### src/logic/cpsc_pkg.sv
// Shared types and constants for the CPU processing-state controller
package cpsc_pkg;

    // Main processing states
    typedef enum logic [2:0] {
        ST_RESET  = 3'b000,
        ST_EXC    = 3'b001,
        ST_EXEC   = 3'b010,
        ST_BUSREL = 3'b011,
        ST_PDOWN  = 3'b100
    } cpsc_state_t;

    // Exception kinds, highest priority first
    typedef enum logic [1:0] {
        EX_RESET = 2'b00,
        EX_TRACE = 2'b01,
        EX_IRQ   = 2'b10,
        EX_TRAP  = 2'b11
    } cpsc_exc_t;

    // Class of the instruction that just ended
    typedef enum logic [2:0] {
        IC_PLAIN     = 3'b000,
        IC_CCR_AND   = 3'b001,
        IC_CCR_OR    = 3'b010,
        IC_CCR_XOR   = 3'b011,
        IC_CTRL_LOAD = 3'b100,
        IC_RTE       = 3'b101,
        IC_SLEEP     = 3'b110,
        IC_TRAP      = 3'b111
    } cpsc_iclass_t;

    // Power-down flavours
    typedef enum logic [1:0] {
        PD_NONE    = 2'b00,
        PD_SLEEP   = 2'b01,
        PD_SW_HW_STANDBY_PIN_N = 2'b10,
        PD_HW_HW_STANDBY_PIN_N = 2'b11
    } cpsc_pd_t;

    // Steps of an exception sequence
    typedef enum logic [1:0] {
        SQ_PUSH_PC = 2'b00,
        SQ_PUSH_CR = 2'b01,
        SQ_MASK    = 2'b10,
        SQ_VECTOR  = 2'b11
    } cpsc_step_t;

    // Instruction-boundary report from the core
    typedef struct packed {
        logic done;
        cpsc_iclass_t iclass;
        logic restored_trace;
    } cpsc_instr_t;

    // Exception-sequence strobes to the core
    typedef struct packed {
        logic push_pc;
        logic push_cr;
        logic mask_upd;
        logic vec_fetch;
        cpsc_exc_t kind;
    } cpsc_seq_t;

    // Control register layout
    typedef struct packed {
        logic [26:0] rsvd;
        logic med_speed;
        logic trace_flag;
        logic [1:0] int_ctrl_mode;
        logic deep_sleep_select;
    } cpsc_ctrl_t;

    // Status register layout
    typedef struct packed {
        logic [19:0] rsvd;
        logic bus_grant;
        logic trap_pend;
        cpsc_exc_t kind;
        logic irq_block;
        logic power_on;
        cpsc_pd_t pd;
        logic pad;
        cpsc_state_t state;
    } cpsc_status_t;

    // Register byte offsets
    localparam logic [7:0] OFS_CTRL = 8'h00;
    localparam logic [7:0] OFS_MSTOP = 8'h04;
    localparam logic [7:0] OFS_STATUS = 8'h08;

    // Interrupt control modes
    localparam logic [1:0] ICM_MODE0 = 2'h0;
    localparam logic [1:0] ICM_MODE2 = 2'h2;

    // Medium-speed divider: CPU steps once per eight clocks
    localparam logic [2:0] MED_DIV_LAST = 3'h7;

    // Pin synchroniser lanes
    localparam int PIN_INIT = 0;
    localparam int PIN_NMI = 1;
    localparam int PIN_HW_STANDBY_PIN_N = 2;
    // Init lane resets low so release runs reset handling; NMI and standby lanes reset to their idle high
    localparam logic [2:0] PIN_RST = 3'h6;

    // AXI responses
    localparam logic [1:0] RESP_OKAY = 2'h0;
    localparam logic [1:0] RESP_SLVERR = 2'h2;

endpackage

### src/logic/cpsc_top.sv
// CPU processing-state controller with AXI4-Lite control registers
//
// Operation
// RULE1: init pin low aborts into reset
// RULE2: NMI high power-on, low manual reset
// RULE3: all interrupts masked while in reset
// RULE4: reset handling starts on synced init rise
// RULE5: watchdog overflow behaves like init pin
// RULE6: priority reset, trace, interrupt, trap
// RULE7: trap instruction always accepted in execution; dropped if bus_req is high at the same instruction end
// RULE8: interrupts taken only at boundaries
// RULE9: no interrupt after ccr/ldc or reset
// RULE10: interrupts incl. NMI off after reset handling
// RULE11: reset fetches vector then executes
// RULE12: trace only in interrupt control mode 2
// RULE13: trace flag traps every instruction end
// RULE14: trace end clears flag, masks untouched
// RULE15: no trace after return; restored flag
// RULE16: mode 0 never traces
// RULE17: push PC, push control, mask, vector
// RULE18: bus request releases bus, halts CPU
// RULE19: sleep with select 0 enters sleep
// RULE20: sleep with select 1 enters standby
// RULE21: standby pin low halts, resets modules
// RULE22: medium-speed divides clock; module stop
// RULE23: five distinct states, return from release
// RULE24: serve highest pending, keep others
//
// Register access over AXI4-Lite and the placing of the registers were decided locally.
`timescale 1ns/1ps
module cpsc_top
    import cpsc_pkg::*;
(
    // Clock and reset
    input wire logic ref_clk,
    input wire logic reset,
    // AXI4-Lite write address and data
    input wire logic [7:0] s_axi_awaddr,
    input wire logic s_axi_awvalid,
    output logic s_axi_awready,
    input wire logic [31:0] s_axi_wdata,
    input wire logic [3:0] s_axi_wstrb,
    input wire logic s_axi_wvalid,
    output logic s_axi_wready,
    // AXI4-Lite write response
    output logic [1:0] s_axi_bresp,
    output logic s_axi_bvalid,
    input wire logic s_axi_bready,
    // AXI4-Lite read
    input wire logic [7:0] s_axi_araddr,
    input wire logic s_axi_arvalid,
    output logic s_axi_arready,
    output logic [31:0] s_axi_rdata,
    output logic [1:0] s_axi_rresp,
    output logic s_axi_rvalid,
    input wire logic s_axi_rready,
    // Asynchronous pins
    input wire logic chip_init_pin_n,
    input wire logic nmi_pin,
    input wire logic hw_standby_pin_n,
    // Same-clock event sources
    input wire logic irq_req,
    input wire logic wdt_overflow,
    input wire logic bus_req,
    input wire cpsc_instr_t instr,
    // Outputs to core and chip
    output cpsc_state_t proc_state,
    output cpsc_seq_t seq,
    output logic bus_grant,
    output logic cpu_halt,
    output logic clock_halt,
    output logic module_reset,
    output logic irq_masked,
    output logic trace_flag,
    output logic cpu_step_en,
    output logic [15:0] module_stop
);

    // Pin synchronisers: meta stage read only by sync stage
    logic [2:0] pin_meta_reg;
    logic [2:0] pin_sync_reg;
    logic init_prev_reg; // Last synced init level, for edge detect
    logic init_s;
    logic nmi_s;
    logic hw_standby_pin_n_s;
    logic init_rise;

    always_ff @(posedge ref_clk or posedge reset) begin
        if (reset) begin
            pin_meta_reg <= PIN_RST;
            pin_sync_reg <= PIN_RST;
            init_prev_reg <= 1'b0;
        end else begin
            pin_meta_reg <= {hw_standby_pin_n, nmi_pin, chip_init_pin_n};
            pin_sync_reg <= pin_meta_reg;
            init_prev_reg <= pin_sync_reg[PIN_INIT];
        end
    end

    assign init_s = pin_sync_reg[PIN_INIT];
    assign nmi_s = pin_sync_reg[PIN_NMI];
    assign hw_standby_pin_n_s = pin_sync_reg[PIN_HW_STANDBY_PIN_N];
    assign init_rise = init_s && !init_prev_reg; // [RULE4]

    // Control state
    cpsc_state_t state_reg;
    cpsc_exc_t kind_reg; // Exception being serviced
    cpsc_step_t step_reg; // Step within the sequence
    cpsc_pd_t pd_reg;
    logic por_reg; // Power-on (1) or manual (0) reset
    logic irq_block_reg; // Interrupts held off after reset handling
    logic trap_pend_reg; // Trap deferred behind a higher exception
    logic wdt_hit_reg; // Watchdog or standby-pin release requested a reset
    logic trace_reg;
    logic dss_reg;
    logic [1:0] icm_reg;
    logic med_reg;
    logic [15:0] mstop_reg;

    // AXI write side
    logic aw_free_reg;
    logic w_free_reg;
    logic [7:0] awaddr_reg;
    logic [31:0] wdata_reg;
    logic [3:0] wstrb_reg;
    logic bvalid_reg;
    logic [1:0] bresp_reg;
    logic wr_fire;
    cpsc_ctrl_t ctrl_wr;

    // Write fires once both halves are held and no response waits
    assign wr_fire = !aw_free_reg && !w_free_reg && !bvalid_reg;
    assign ctrl_wr = cpsc_ctrl_t'(wdata_reg);

    // Boundary decisions
    logic trace_ok;
    logic irq_ok;
    logic irq_gate;
    logic is_trap;

    // Trace needs mode 2, the flag, and not a return
    assign trace_ok = trace_reg && (icm_reg == ICM_MODE2) && (instr.iclass != IC_RTE); // [RULE12] [RULE15] [RULE16]
    assign irq_ok = irq_req && !irq_block_reg; // [RULE10]
    // Flag-altering instructions hide interrupts for one boundary
    assign irq_gate = irq_ok && !(instr.iclass inside {IC_CCR_AND, IC_CCR_OR, IC_CCR_XOR, IC_CTRL_LOAD}); // [RULE9]
    assign is_trap = instr.iclass == IC_TRAP;

    // Main processing-state machine
    always_ff @(posedge ref_clk or posedge reset) begin
        if (reset) begin
            state_reg <= ST_RESET;
            kind_reg <= EX_RESET;
            step_reg <= SQ_VECTOR;
            pd_reg <= PD_NONE;
            por_reg <= 1'b1;
            irq_block_reg <= 1'b1;
            trap_pend_reg <= 1'b0;
            wdt_hit_reg <= 1'b0;
        end else if (!init_s) begin
            // Pin low: drop everything
            state_reg <= ST_RESET; // [RULE1]
            por_reg <= nmi_s; // [RULE2]
            pd_reg <= PD_NONE;
            irq_block_reg <= 1'b1; // [RULE3]
            trap_pend_reg <= 1'b0;
        end else if (!hw_standby_pin_n_s) begin
            state_reg <= ST_PDOWN;
            pd_reg <= PD_HW_HW_STANDBY_PIN_N; // [RULE21]
        end else if (wdt_overflow) begin
            state_reg <= ST_RESET; // [RULE5]
            wdt_hit_reg <= 1'b1;
            pd_reg <= PD_NONE;
            irq_block_reg <= 1'b1;
            trap_pend_reg <= 1'b0;
        end else begin
            unique case (state_reg)
                ST_RESET: begin
                    irq_block_reg <= 1'b1; // [RULE3]
                    // Released pin or watchdog starts the vector fetch
                    if (init_rise || wdt_hit_reg) begin
                        state_reg <= ST_EXC; // [RULE4] [RULE5]
                        kind_reg <= EX_RESET;
                        step_reg <= SQ_VECTOR; // Reset pushes nothing [RULE11]
                        wdt_hit_reg <= 1'b0;
                    end
                end
                ST_EXC: begin
                    if (step_reg != SQ_VECTOR) begin
                        step_reg <= cpsc_step_t'(step_reg + 2'h1); // [RULE17]
                    end else if (kind_reg == EX_RESET) begin
                        // No interrupt check right after reset handling
                        state_reg <= ST_EXEC; // [RULE11] [RULE9]
                        irq_block_reg <= 1'b1; // [RULE10]
                    end else if (irq_ok) begin
                        kind_reg <= EX_IRQ; // [RULE8]
                        step_reg <= SQ_PUSH_PC;
                    end else if (trap_pend_reg) begin
                        kind_reg <= EX_TRAP; // [RULE24]
                        step_reg <= SQ_PUSH_PC;
                        trap_pend_reg <= 1'b0;
                    end else begin
                        state_reg <= ST_EXEC;
                    end
                end
                ST_EXEC: begin
                    if (bus_req) begin
                        state_reg <= ST_BUSREL; // [RULE18]
                    end else if (instr.done) begin
                        if (instr.iclass == IC_CTRL_LOAD) begin
                            irq_block_reg <= 1'b0; // Software has set its masks
                        end
                        // Highest one wins; a trap behind it waits
                        if (trace_ok || irq_gate) begin
                            state_reg <= ST_EXC; // [RULE6] [RULE24]
                            kind_reg <= trace_ok ? EX_TRACE : EX_IRQ; // [RULE13] [RULE8]
                            step_reg <= SQ_PUSH_PC;
                            trap_pend_reg <= is_trap;
                        end else if (is_trap) begin
                            state_reg <= ST_EXC; // [RULE7]
                            kind_reg <= EX_TRAP;
                            step_reg <= SQ_PUSH_PC;
                        end else if (instr.iclass == IC_SLEEP) begin
                            state_reg <= ST_PDOWN; // [RULE19] [RULE20]
                            pd_reg <= dss_reg ? PD_SW_HW_STANDBY_PIN_N : PD_SLEEP;
                        end
                    end
                end
                ST_BUSREL: begin
                    if (!bus_req) begin
                        state_reg <= ST_EXEC; // [RULE23]
                    end
                end
                ST_PDOWN: begin
                    // Standby pin release restarts through reset
                    if (pd_reg == PD_HW_HW_STANDBY_PIN_N) begin
                        state_reg <= ST_RESET;
                        wdt_hit_reg <= 1'b1;
                        pd_reg <= PD_NONE;
                    end else if (irq_ok) begin
                        state_reg <= ST_EXC;
                        kind_reg <= EX_IRQ;
                        step_reg <= SQ_PUSH_PC;
                        pd_reg <= PD_NONE;
                    end
                end
                default: begin
                    state_reg <= ST_RESET;
                end
            endcase
        end
    end

    // Trace flag: software write, return restore, hardware clear
    always_ff @(posedge ref_clk or posedge reset) begin
        if (reset) begin
            trace_reg <= 1'b0;
        end else if (state_reg == ST_RESET) begin
            trace_reg <= 1'b0;
        end else if (wr_fire && awaddr_reg == OFS_CTRL && wstrb_reg[0]) begin
            trace_reg <= ctrl_wr.trace_flag; // Software write beats hardware clear and return restore; only the reset state overrides it
        end else if (state_reg == ST_EXC && kind_reg == EX_TRACE && step_reg == SQ_VECTOR) begin
            trace_reg <= 1'b0; // [RULE14]
        end else if (state_reg == ST_EXEC && instr.done && instr.iclass == IC_RTE) begin
            trace_reg <= instr.restored_trace; // [RULE15]
        end
    end

    // Software-owned control fields
    always_ff @(posedge ref_clk or posedge reset) begin
        if (reset) begin
            dss_reg <= 1'b0;
            icm_reg <= ICM_MODE0;
            med_reg <= 1'b0;
            mstop_reg <= 16'h0000;
        end else if (wr_fire) begin
            if (awaddr_reg == OFS_CTRL && wstrb_reg[0]) begin
                dss_reg <= ctrl_wr.deep_sleep_select;
                icm_reg <= ctrl_wr.int_ctrl_mode;
                med_reg <= ctrl_wr.med_speed;
            end
            if (awaddr_reg == OFS_MSTOP) begin
                if (wstrb_reg[0]) begin
                    mstop_reg[7:0] <= wdata_reg[7:0];
                end
                if (wstrb_reg[1]) begin
                    mstop_reg[15:8] <= wdata_reg[15:8];
                end
            end
        end
    end

    // Medium-speed step divider; full rate when off
    logic [2:0] med_cnt_reg;
    always_ff @(posedge ref_clk or posedge reset) begin
        if (reset) begin
            med_cnt_reg <= 3'h0;
            cpu_step_en <= 1'b1;
        end else if (!med_reg) begin
            med_cnt_reg <= 3'h0;
            cpu_step_en <= 1'b1;
        end else begin
            med_cnt_reg <= (med_cnt_reg == MED_DIV_LAST) ? 3'h0 : 3'(med_cnt_reg + 3'h1);
            cpu_step_en <= med_cnt_reg == MED_DIV_LAST; // [RULE22]
        end
    end

    // Registered outputs, one clock behind the state
    always_ff @(posedge ref_clk or posedge reset) begin
        if (reset) begin
            seq <= '0;
            bus_grant <= 1'b0;
            cpu_halt <= 1'b1;
            clock_halt <= 1'b0;
            module_reset <= 1'b0;
            irq_masked <= 1'b1;
        end else begin
            seq.push_pc <= state_reg == ST_EXC && step_reg == SQ_PUSH_PC; // [RULE17]
            seq.push_cr <= state_reg == ST_EXC && step_reg == SQ_PUSH_CR;
            seq.mask_upd <= state_reg == ST_EXC && step_reg == SQ_MASK && kind_reg != EX_TRACE; // [RULE14]
            seq.vec_fetch <= state_reg == ST_EXC && step_reg == SQ_VECTOR; // [RULE11]
            seq.kind <= kind_reg;
            bus_grant <= state_reg == ST_BUSREL; // [RULE18]
            cpu_halt <= state_reg inside {ST_RESET, ST_BUSREL, ST_PDOWN}; // [RULE19]
            clock_halt <= pd_reg inside {PD_SW_HW_STANDBY_PIN_N, PD_HW_HW_STANDBY_PIN_N}; // [RULE20] [RULE21]
            module_reset <= pd_reg == PD_HW_HW_STANDBY_PIN_N; // [RULE21]
            irq_masked <= state_reg == ST_RESET || irq_block_reg; // [RULE3] [RULE10]
        end
    end

    assign proc_state = state_reg;
    assign trace_flag = trace_reg;
    assign module_stop = mstop_reg; // Never includes the CPU [RULE22]

    // AXI write channel handling
    always_ff @(posedge ref_clk or posedge reset) begin
        if (reset) begin
            aw_free_reg <= 1'b1;
            w_free_reg <= 1'b1;
            awaddr_reg <= 8'h00;
            wdata_reg <= 32'h0000_0000;
            wstrb_reg <= 4'h0;
            bvalid_reg <= 1'b0;
            bresp_reg <= RESP_OKAY;
        end else begin
            if (aw_free_reg && s_axi_awvalid) begin
                aw_free_reg <= 1'b0;
                awaddr_reg <= s_axi_awaddr;
            end
            if (w_free_reg && s_axi_wvalid) begin
                w_free_reg <= 1'b0;
                wdata_reg <= s_axi_wdata;
                wstrb_reg <= s_axi_wstrb;
            end
            if (wr_fire) begin
                bvalid_reg <= 1'b1;
                bresp_reg <= (awaddr_reg inside {OFS_CTRL, OFS_MSTOP, OFS_STATUS}) ? RESP_OKAY : RESP_SLVERR;
            end
            // Both channels reopen only after the response is taken
            if (bvalid_reg && s_axi_bready) begin
                bvalid_reg <= 1'b0;
                aw_free_reg <= 1'b1;
                w_free_reg <= 1'b1;
            end
        end
    end

    assign s_axi_awready = aw_free_reg;
    assign s_axi_wready = w_free_reg;
    assign s_axi_bvalid = bvalid_reg;
    assign s_axi_bresp = bresp_reg;

    // Read data mux
    cpsc_status_t status;
    logic [31:0] rd_mux;
    logic rd_hit;
    always_comb begin
        status = '0;
        status.state = state_reg;
        status.pd = pd_reg;
        status.power_on = por_reg;
        status.irq_block = irq_block_reg;
        status.kind = kind_reg;
        status.trap_pend = trap_pend_reg;
        status.bus_grant = state_reg == ST_BUSREL;
        rd_hit = 1'b1;
        unique case (s_axi_araddr)
            OFS_CTRL: rd_mux = {27'h000_0000, med_reg, trace_reg, icm_reg, dss_reg};
            OFS_MSTOP: rd_mux = {16'h0000, mstop_reg};
            OFS_STATUS: rd_mux = 32'(status);
            default: begin
                rd_mux = 32'h0000_0000;
                rd_hit = 1'b0;
            end
        endcase
    end

    // AXI read channel: one outstanding read
    always_ff @(posedge ref_clk or posedge reset) begin
        if (reset) begin
            s_axi_arready <= 1'b1;
            s_axi_rvalid <= 1'b0;
            s_axi_rdata <= 32'h0000_0000;
            s_axi_rresp <= RESP_OKAY;
        end else if (s_axi_arready && s_axi_arvalid) begin
            s_axi_arready <= 1'b0;
            s_axi_rvalid <= 1'b1;
            s_axi_rdata <= rd_mux;
            s_axi_rresp <= rd_hit ? RESP_OKAY : RESP_SLVERR;
        end else if (s_axi_rvalid && s_axi_rready) begin
            s_axi_rvalid <= 1'b0;
            s_axi_arready <= 1'b1;
        end
    end
endmodule // cpsc_top

### config.mk
export PLATFORM = sky130hd
export DESIGN_NAME = cpsc_top
export DESIGN_NICKNAME = d
export VERILOG_FILES = /design/src/logic/cpsc_pkg.sv /design/src/logic/cpsc_top.sv
export SDC_FILE = /design/constraint.sdc
export NUM_CORES = 1
export LEC_CHECK = 0
export BUFFER_PORTS_ARGS = -buffer_cell sky130_fd_sc_hd__buf_2
export CORE_MARGIN = 4
export CORE_UTILIZATION = 47
export DETAILED_ROUTE_END_ITERATION = 16
export PLACE_DENSITY = 0.8
export SETUP_SLACK_MARGIN = 0.15
export SLEW_MARGIN = 20
export SYNTH_ARGS = -nofsm -noshare
export SYNTH_HDL_FRONTEND = slang
export SYNTH_SLANG_ARGS = --single-unit
### constraint.sdc
create_clock -name ref_clk -period 3.6 [get_ports ref_clk]
set_input_delay 0.72 -clock ref_clk [delete_from_list [all_inputs] [get_ports ref_clk]]
set_output_delay 0.72 -clock ref_clk [all_outputs]
set_load 0.005 [all_outputs]
== Word-level counts from Yosys, hierarchy flattened ==
Cells that the tools add are included.

* Register bits after elaboration: 123
* Input bits: 70
* Output and inout port bits: 73
* Word-level logic and storage cells: 264

* Add/subtract/negate cells: 2
* Equality and inequality tests: 64
* Multiplexer cells: 97
* Bitwise gates (word level): 1
* Reduce and logical (&&, ||, !) cells: 60

{| class="wikitable"
|+ Operators by type and width
! operator !! number
|-
| $mux W2 || 35
|-
| $mux W3 || 18
|-
| $pmux W16 S3 || 1
|-
| $ne A5 B5 Y1 const B || 8
|-
| $mux W1 || 36
|-
| $ne A4 B4 Y1 const B || 9
|-
| $logic_and A1 B1 Y1 || 24
|-
| $eq A3 B3 Y1 const B || 6
|-
| $ne A6 B6 Y1 const B || 3
|-
| $eq A8 B3 Y1 const B || 2
|-
| $eq A8 B4 Y1 const B || 2
|-
| $logic_not A8 Y1 || 2
|-
| $ne A2 B2 Y1 const B || 8
|-
| $pmux W2 S4 || 2
|-
| $reduce_and A8 Y1 || 2
|-
| $ne A3 B3 Y1 const B || 5
|-
| $pmux W3 S5 || 1
|-
| $reduce_and A7 Y1 || 2
|-
| $reduce_and A13 Y1 || 1
|-
| $eq A3 B2 Y1 const B || 4
|-
| $reduce_and A12 Y1 || 1
|-
| $reduce_bool A4 Y1 || 3
|-
| $eq A2 B2 Y1 const B || 5
|-
| $reduce_bool A2 Y1 || 5
|-
| other kinds (24) || 39
|}

== Depth between registers and ports, before layout ==
* Depth in word-level cells: 12
* Gate-level depth with buffers: 7
* Depth with buffers taken out: 6

== Least setup slack after synthesis ==
OpenSTA, ideal clock, no wires.

* Kind: register -> register
* From: reg step_reg[0]
* To: reg irq_block_reg
* Data arrival time: 1893 ps
* Slack: 1623 ps
* Stages on the path, launching flop included: 6
* Cells stage by stage: dfstp_2 ha_1 or4b_1 a221oi_1 o21ai_0 a311o_1

* Longest elaborated chain between the ends: 3

{| class="wikitable"
|+ Ends and longest elaborated chain
! element !! line !! RTL
|-
| start, declared || cpsc_top.sv:108 || <nowiki>cpsc_step_t step_reg;</nowiki>
|-
| start signal, assigned || cpsc_top.sv:189 || <nowiki>step_reg <= cpsc_step_t'(step_reg + 2'h1);</nowiki>
|-
| $ne A2 B2 Y1 || cpsc_top.sv:188 || <nowiki>if (step_reg != SQ_VECTOR) begin</nowiki>
|-
| $ne A4 B4 Y1 (no line) || n/a ||
|-
| $reduce_and A7 Y1 (no line) || n/a ||
|-
| end signal, assigned || cpsc_top.sv:178 || <nowiki>irq_block_reg <= 1'b1;</nowiki>
|-
| end signal, assigned || cpsc_top.sv:193 || <nowiki>irq_block_reg <= 1'b1;</nowiki>
|-
| end signal, assigned || cpsc_top.sv:210 || <nowiki>irq_block_reg <= 1'b0;</nowiki>
|-
| end, declared || cpsc_top.sv:111 || <nowiki>logic irq_block_reg;</nowiki>
|}

Every way passes these cells.
A chain may end at the register's enable or synchronous reset.

== Worst setup path in the final report ==
* From: reg state_reg[1], in the netlist proc_state[1]
* To: reg pd_reg[1]

* Longest elaborated chain between the ends: 5

{| class="wikitable"
|+ Ends and longest elaborated chain
! element !! line !! RTL
|-
| start, declared || cpsc_top.sv:106 || <nowiki>cpsc_state_t state_reg;</nowiki>
|-
| start signal, assigned || cpsc_top.sv:151 || <nowiki>state_reg <= ST_RESET;</nowiki>
|-
| start signal, assigned || cpsc_top.sv:161 || <nowiki>state_reg <= ST_RESET;</nowiki>
|-
| start signal, assigned || cpsc_top.sv:167 || <nowiki>state_reg <= ST_PDOWN;</nowiki>
|-
| $eq A3 B3 Y1 or $eq A3 B2 Y1 (tied branches) || cpsc_top.sv:176 || <nowiki>unique case (state_reg)</nowiki>
|-
| $pmux W2 S2 || cpsc_top.sv:176 ||
|-
| $mux W2 || cpsc_top.sv:169 || <nowiki>end else if (wdt_overflow) begin</nowiki>
|-
| $mux W2 || cpsc_top.sv:166 || <nowiki>end else if (!hw_standby_pin_n_s) begin</nowiki>
|-
| $mux W2 || cpsc_top.sv:159 || <nowiki>end else if (!init_s) begin</nowiki>
|-
| end signal, assigned || cpsc_top.sv:224 || <nowiki>pd_reg <= dss_reg ? PD_SW_HW_STANDBY_PIN_N : PD_SLEEP;</nowiki>
|-
| end, declared || cpsc_top.sv:109 || <nowiki>cpsc_pd_t pd_reg;</nowiki>
|}

Parallel ways exist; a longest one is shown, timed or not.

==> report_table.html <==
<table>
<tr><th>Metric</th><th>Value</th></tr>
<tr><th colspan="2">Power and ir drop</th></tr>
<tr><td>Total leakage power</td><td>roughly 0.0028 µW</td></tr>
<tr><td>Areal power density over the cells</td><td>531 nW/µm²</td></tr>
<tr><td>Worst VDD drop</td><td>about 0.32 mV</td></tr>
<tr><th colspan="2">CTS</th></tr>
<tr><td>Post-CTS Setup Bufs</td><td>0</td></tr>
<tr><td>Insertion delay to the later sink of the worst-skew pair</td><td>around 0.36 ns</td></tr>
<tr><td>CTS Sinks</td><td>approximately 110</td></tr>
<tr><td>Number of CTS-inserted buffers</td><td>9</td></tr>
<tr><td>Library cell used as clock root buffer</td><td>sky130_fd_sc_hd__clkbuf_8</td></tr>
<tr><td>Clock-pin slew of the registers on the worst-case setup and hold paths</td><td>around 0.090 ns</td></tr>
<tr><td>Max Buffers Root-to-Sink</td><td>2</td></tr>
<tr><td>H-tree depth</td><td>3</td></tr>
<tr><td>Number of gates given a new drive strength after cts</td><td>0</td></tr>
<tr><td>Number of hold-repair buffers added at the cts stage</td><td>0</td></tr>
<tr><td>TritonCTS clock tree</td><td>built</td></tr>
<tr><th colspan="2">STA</th></tr>
<tr><td>Final setup TNS</td><td>0 ns</td></tr>
<tr><td>Fin worst setup slack</td><td>around 1.1 ns</td></tr>
<tr><td>Final setup viols</td><td>0</td></tr>
<tr><td>Rel. slew slack</td><td>0.377</td></tr>
<tr><td>RSZ-0062 raised after global routing</td><td>false</td></tr>
<tr><td>Worst-Margin Slew</td><td>0.933 ns</td></tr>
<tr><td>FMAX</td><td>about 400 MHz</td></tr>
<tr><td>Post-layout min period</td><td>about 2.5 ns</td></tr>
<tr><td>Portion of the clock cycle consumed by the worst path in the final layout</td><td>0.690</td></tr>
<tr><td>Worst clock skew</td><td>approximately 0.011 ns</td></tr>
<tr><td>Final max-slew violation count</td><td>0</td></tr>
<tr><td>Number of hold-slack violations in the final timing report</td><td>0</td></tr>
<tr><th colspan="2">Synthesis</th></tr>
<tr><td>Complex-gate fraction of the synthesized area</td><td>0.118</td></tr>
<tr><td>Flops &amp; latches, synth</td><td>~110</td></tr>
<tr><td>Proportion of register bits with asynchronous set or reset after synthesis</td><td>1.00</td></tr>
<tr><td>Adder-cell share of the synthesized area</td><td>0.0155</td></tr>
<tr><td>Sequential area share after synthesis</td><td>0.547</td></tr>
<tr><td>Synthesized netlist cell count</td><td>420</td></tr>
<tr><td>Dominant combinational cell family by area after synthesis</td><td>multiplexers</td></tr>
<tr><td>Flip-flop cell with the highest count after synthesis</td><td>sky130_fd_sc_hd__dfrtp_1</td></tr>
<tr><td>Number of distinct library cell variants in the gate-level netlist after synthesis</td><td>60</td></tr>
<tr><td>Netlist area before placement</td><td>around 4800 µm²</td></tr>
<tr><td>Synthesized-area fraction occupied by xor and xnor cells</td><td>0</td></tr>
<tr><td>Avg Cell Area, Syn</td><td>roughly 12 µm²</td></tr>
<tr><td>Mux contribution to synthesized area</td><td>0.133</td></tr>
<tr><td>Number of flops mapped to enable cells by yosys</td><td>0</td></tr>
<tr><td>Fraction of the mapped netlist area in simple logic gates</td><td>0.128</td></tr>
<tr><td>Synth warn</td><td>0</td></tr>
<tr><th colspan="2">Die</th></tr>
<tr><td>Core area</td><td>9910 µm²</td></tr>
<tr><td>Placement Rows</td><td>36</td></tr>
<tr><td>Die Area</td><td>12000 µm²</td></tr>
<tr><td>Initial Utilization</td><td>0.488</td></tr>
<tr><td>Width of the die</td><td>between 100 and 150 µm</td></tr>
<tr><td>Die Y-Extent</td><td>between 100 and 150 µm</td></tr>
<tr><td>IO Count</td><td>between 100 and 150</td></tr>
<tr><th colspan="2">Min path</th></tr>
<tr><td>Worst hold path class</td><td>register to register</td></tr>
<tr><td>Launch instance of the worst min-delay path</td><td>pin_meta_reg[0]$_DFF_PP0_</td></tr>
<tr><td>Endpoint with the worst hold slack</td><td>pin_sync_reg[0]$_DFF_PP0_</td></tr>
<tr><td>Hold Path Depth</td><td>0</td></tr>
<tr><th colspan="2">Finish</th></tr>
<tr><td>Most common library cell in the layout ignoring fill and taps</td><td>sky130_fd_sc_hd__buf_2</td></tr>
<tr><td>P&amp;R area growth vs syn</td><td>16.4%</td></tr>
<tr><td>Number of nets in the layout</td><td>597</td></tr>
<tr><td>Area taken by multi-input logic gates</td><td>~2000 µm²</td></tr>
<tr><td>Commonest cells after routing, fill and taps aside</td><td>sky130_fd_sc_hd__buf_2, sky130_fd_sc_hd__dfrtp_1, sky130_fd_sc_hd__mux2_2</td></tr>
<tr><td>Layout filler cell count</td><td>848</td></tr>
<tr><td>Post-route cell area</td><td>~5600 µm²</td></tr>
<tr><td>Count of inserted antenna diode cells</td><td>0</td></tr>
<tr><td>Area of all sequential standard cells</td><td>around 2600 µm²</td></tr>
<tr><td>Layout cells sized above 1</td><td>0.375</td></tr>
<tr><th colspan="2">Critical path</th></tr>
<tr><td>Logic depth of the worst register-to-register path</td><td>4</td></tr>
<tr><td>Worst-path maximum fanout</td><td>23</td></tr>
<tr><td>Reg-to-reg endpoint</td><td>pd_reg[1]$_DFFE_PP0P_</td></tr>
<tr><td>Worst setup path category</td><td>register to register</td></tr>
<tr><td>Launch instance of the worst register-to-register path</td><td>proc_state[1]$_DFFE_PP0P_</td></tr>
<tr><td>Slack of the worst reg-to-reg path</td><td>about 1.1 ns</td></tr>
<tr><td>Data arrival time of the critical path</td><td>approximately 2.7 ns</td></tr>
<tr><td>Critical path endpoint category</td><td>register</td></tr>
<tr><td>Startpoint type of the worst setup path</td><td>register</td></tr>
<tr><td>Worst path required time</td><td>a little under 4 ns</td></tr>
<tr><th colspan="2">Global route</th></tr>
<tr><td>Initial antenna violation count</td><td>0</td></tr>
<tr><td>Global-route wire length before repair</td><td>17.3 mm</td></tr>
<tr><td>Total congestion overflow</td><td>0</td></tr>
<tr><td>Largest net degree at the start of global routing</td><td>62</td></tr>
<tr><td>Vias in the first global route</td><td>between 3k and 4k</td></tr>
<tr><td>Total GRT Usage</td><td>0.186</td></tr>
<tr><th colspan="2">Route</th></tr>
<tr><td>Antenna Nets Post-Route</td><td>0</td></tr>
<tr><td>Ratio of routed vias to standard cells</td><td>approximately 5.3</td></tr>
<tr><td>Remaining DRCs</td><td>0</td></tr>
<tr><td>Final routed wire length divided by cell count</td><td>approximately 16 µm</td></tr>
<tr><td>Routed via count</td><td>approximately 3.5k</td></tr>
<tr><td>First-pass detailed-route iteration total</td><td>5</td></tr>
<tr><td>Total Routed Length</td><td>between 10 and 15 mm</td></tr>
<tr><td>DRC violation total after the first TritonRoute iteration</td><td>around 220</td></tr>
<tr><th colspan="2">Flow run</th></tr>
<tr><td>Reported max-cap violation count</td><td>0</td></tr>
<tr><th colspan="2">Outcome</th></tr>
<tr><td>Status</td><td>finished, final reports clean</td></tr>
<tr><th colspan="2">Place</th></tr>
<tr><td>Pre-CTS WS</td><td>1.19 ns</td></tr>
<tr><td># port buffers</td><td>approximately 110</td></tr>
<tr><td>HPWL after detailed placement</td><td>8.18 mm</td></tr>
<tr><td>Placement-stage cell area</td><td>~5400 µm²</td></tr>
<tr><td>Routability congestion estimate</td><td>around 0.9</td></tr>
</table>
worst max-delay path by stage:
| stage | endpoint | cells past startpoint | from | slack (ns) |
|---|---|---|---|---|
| after floorplan | irq_block_reg$_DFFE_PP1P_ | 5 | step_reg[0]$_DFFE_PP1P_ | 1.62 |
| after global placement | pd_reg[1]$_DFFE_PP0P_ | 4 | proc_state[1]$_DFFE_PP0P_ | 1.18 |
| after detailed placement | pd_reg[1]$_DFFE_PP0P_ | 4 | proc_state[1]$_DFFE_PP0P_ | 1.19 |
| after CTS | pd_reg[1]$_DFFE_PP0P_ | 4 | proc_state[1]$_DFFE_PP0P_ | 1.16 |
| after global routing | pd_reg[0]$_DFFE_PP0P_ | 4 | proc_state[1]$_DFFE_PP0P_ | 1.05 |
| final | pd_reg[1]$_DFFE_PP0P_ | 4 | proc_state[1]$_DFFE_PP0P_ | 1.12 |
report_power, final:
group / internal (µW) / switching (µW)
Combinational: 316 / 271
Clock: 378 / 390
Sequential: 1450 / 189
Total: 2140 / 850
layer usage:
metal,up-vias,part of all wire,GRT usage
met4,0,0.014,0.0570
met3,14,0.070,0.0364
met1,1711,0.45,0.258
li1,1673,-,-
met2,127,0.47,0.297
met5,-,0,0
Yosys cell counts (all sizes together) (4+ instances only):
library cell	n	share of area
a31oi	5	0.0065
nor3	8	0.0083
and2	6	0.0078
o31ai	6	0.0093
nand3	5	0.0062
nand2b	8	0.010
mux2i	9	0.019
a22o	4	0.0072
dfstp	14	0.076
dfrtp	91	0.47
nand2	43	0.033
nor2	12	0.0093
nor2b	9	0.012
mux2	49	0.11
a22oi	9	0.014
a21oi	13	0.013
buf	25	0.038
inv	14	0.011
o21a	4	0.0062
ha	6	0.016
clkbuf	12	0.0093
o21ai	20	0.021
through the flow:
step	hold WS, ns	util	cells	power, µW
after floorplan	0.331	-	437	2030
after global placement	0.333	0.547	643	2210
after detailed placement	0.339	0.547	643	2250
after CTS	0.361	0.568	659	3020
after global routing	0.367	0.568	659	3170
final	0.359	0.568	659	2990
cells by family after synthesis:
group,after synthesis
adders and majority gates,6
AOI/OAI and AO/OA,84
other,1
buffers and inverters,51
and+or+nand+nor,115
DFF,105
muxes,58
critical path, cell delays in order (launching register included):
cell and delay (ns):
sky130_fd_sc_hd__dfrtp_1 0.79, sky130_fd_sc_hd__or3b_1 0.48, sky130_fd_sc_hd__or4_1 0.48, sky130_fd_sc_hd__o21ai_1 0.26, sky130_fd_sc_hd__mux2_2 0.37
layout make-up:
cell class	instances	share of cell area
sequential	105	0.470
multi-input combinational	281	0.351
timing repair buffer	110	0.102
tap	133	0.0295
clock buffer	12	0.0293
inverter	14	0.0100
clock inverter	4	0.00889
Power figures use the tool's default switching activity.
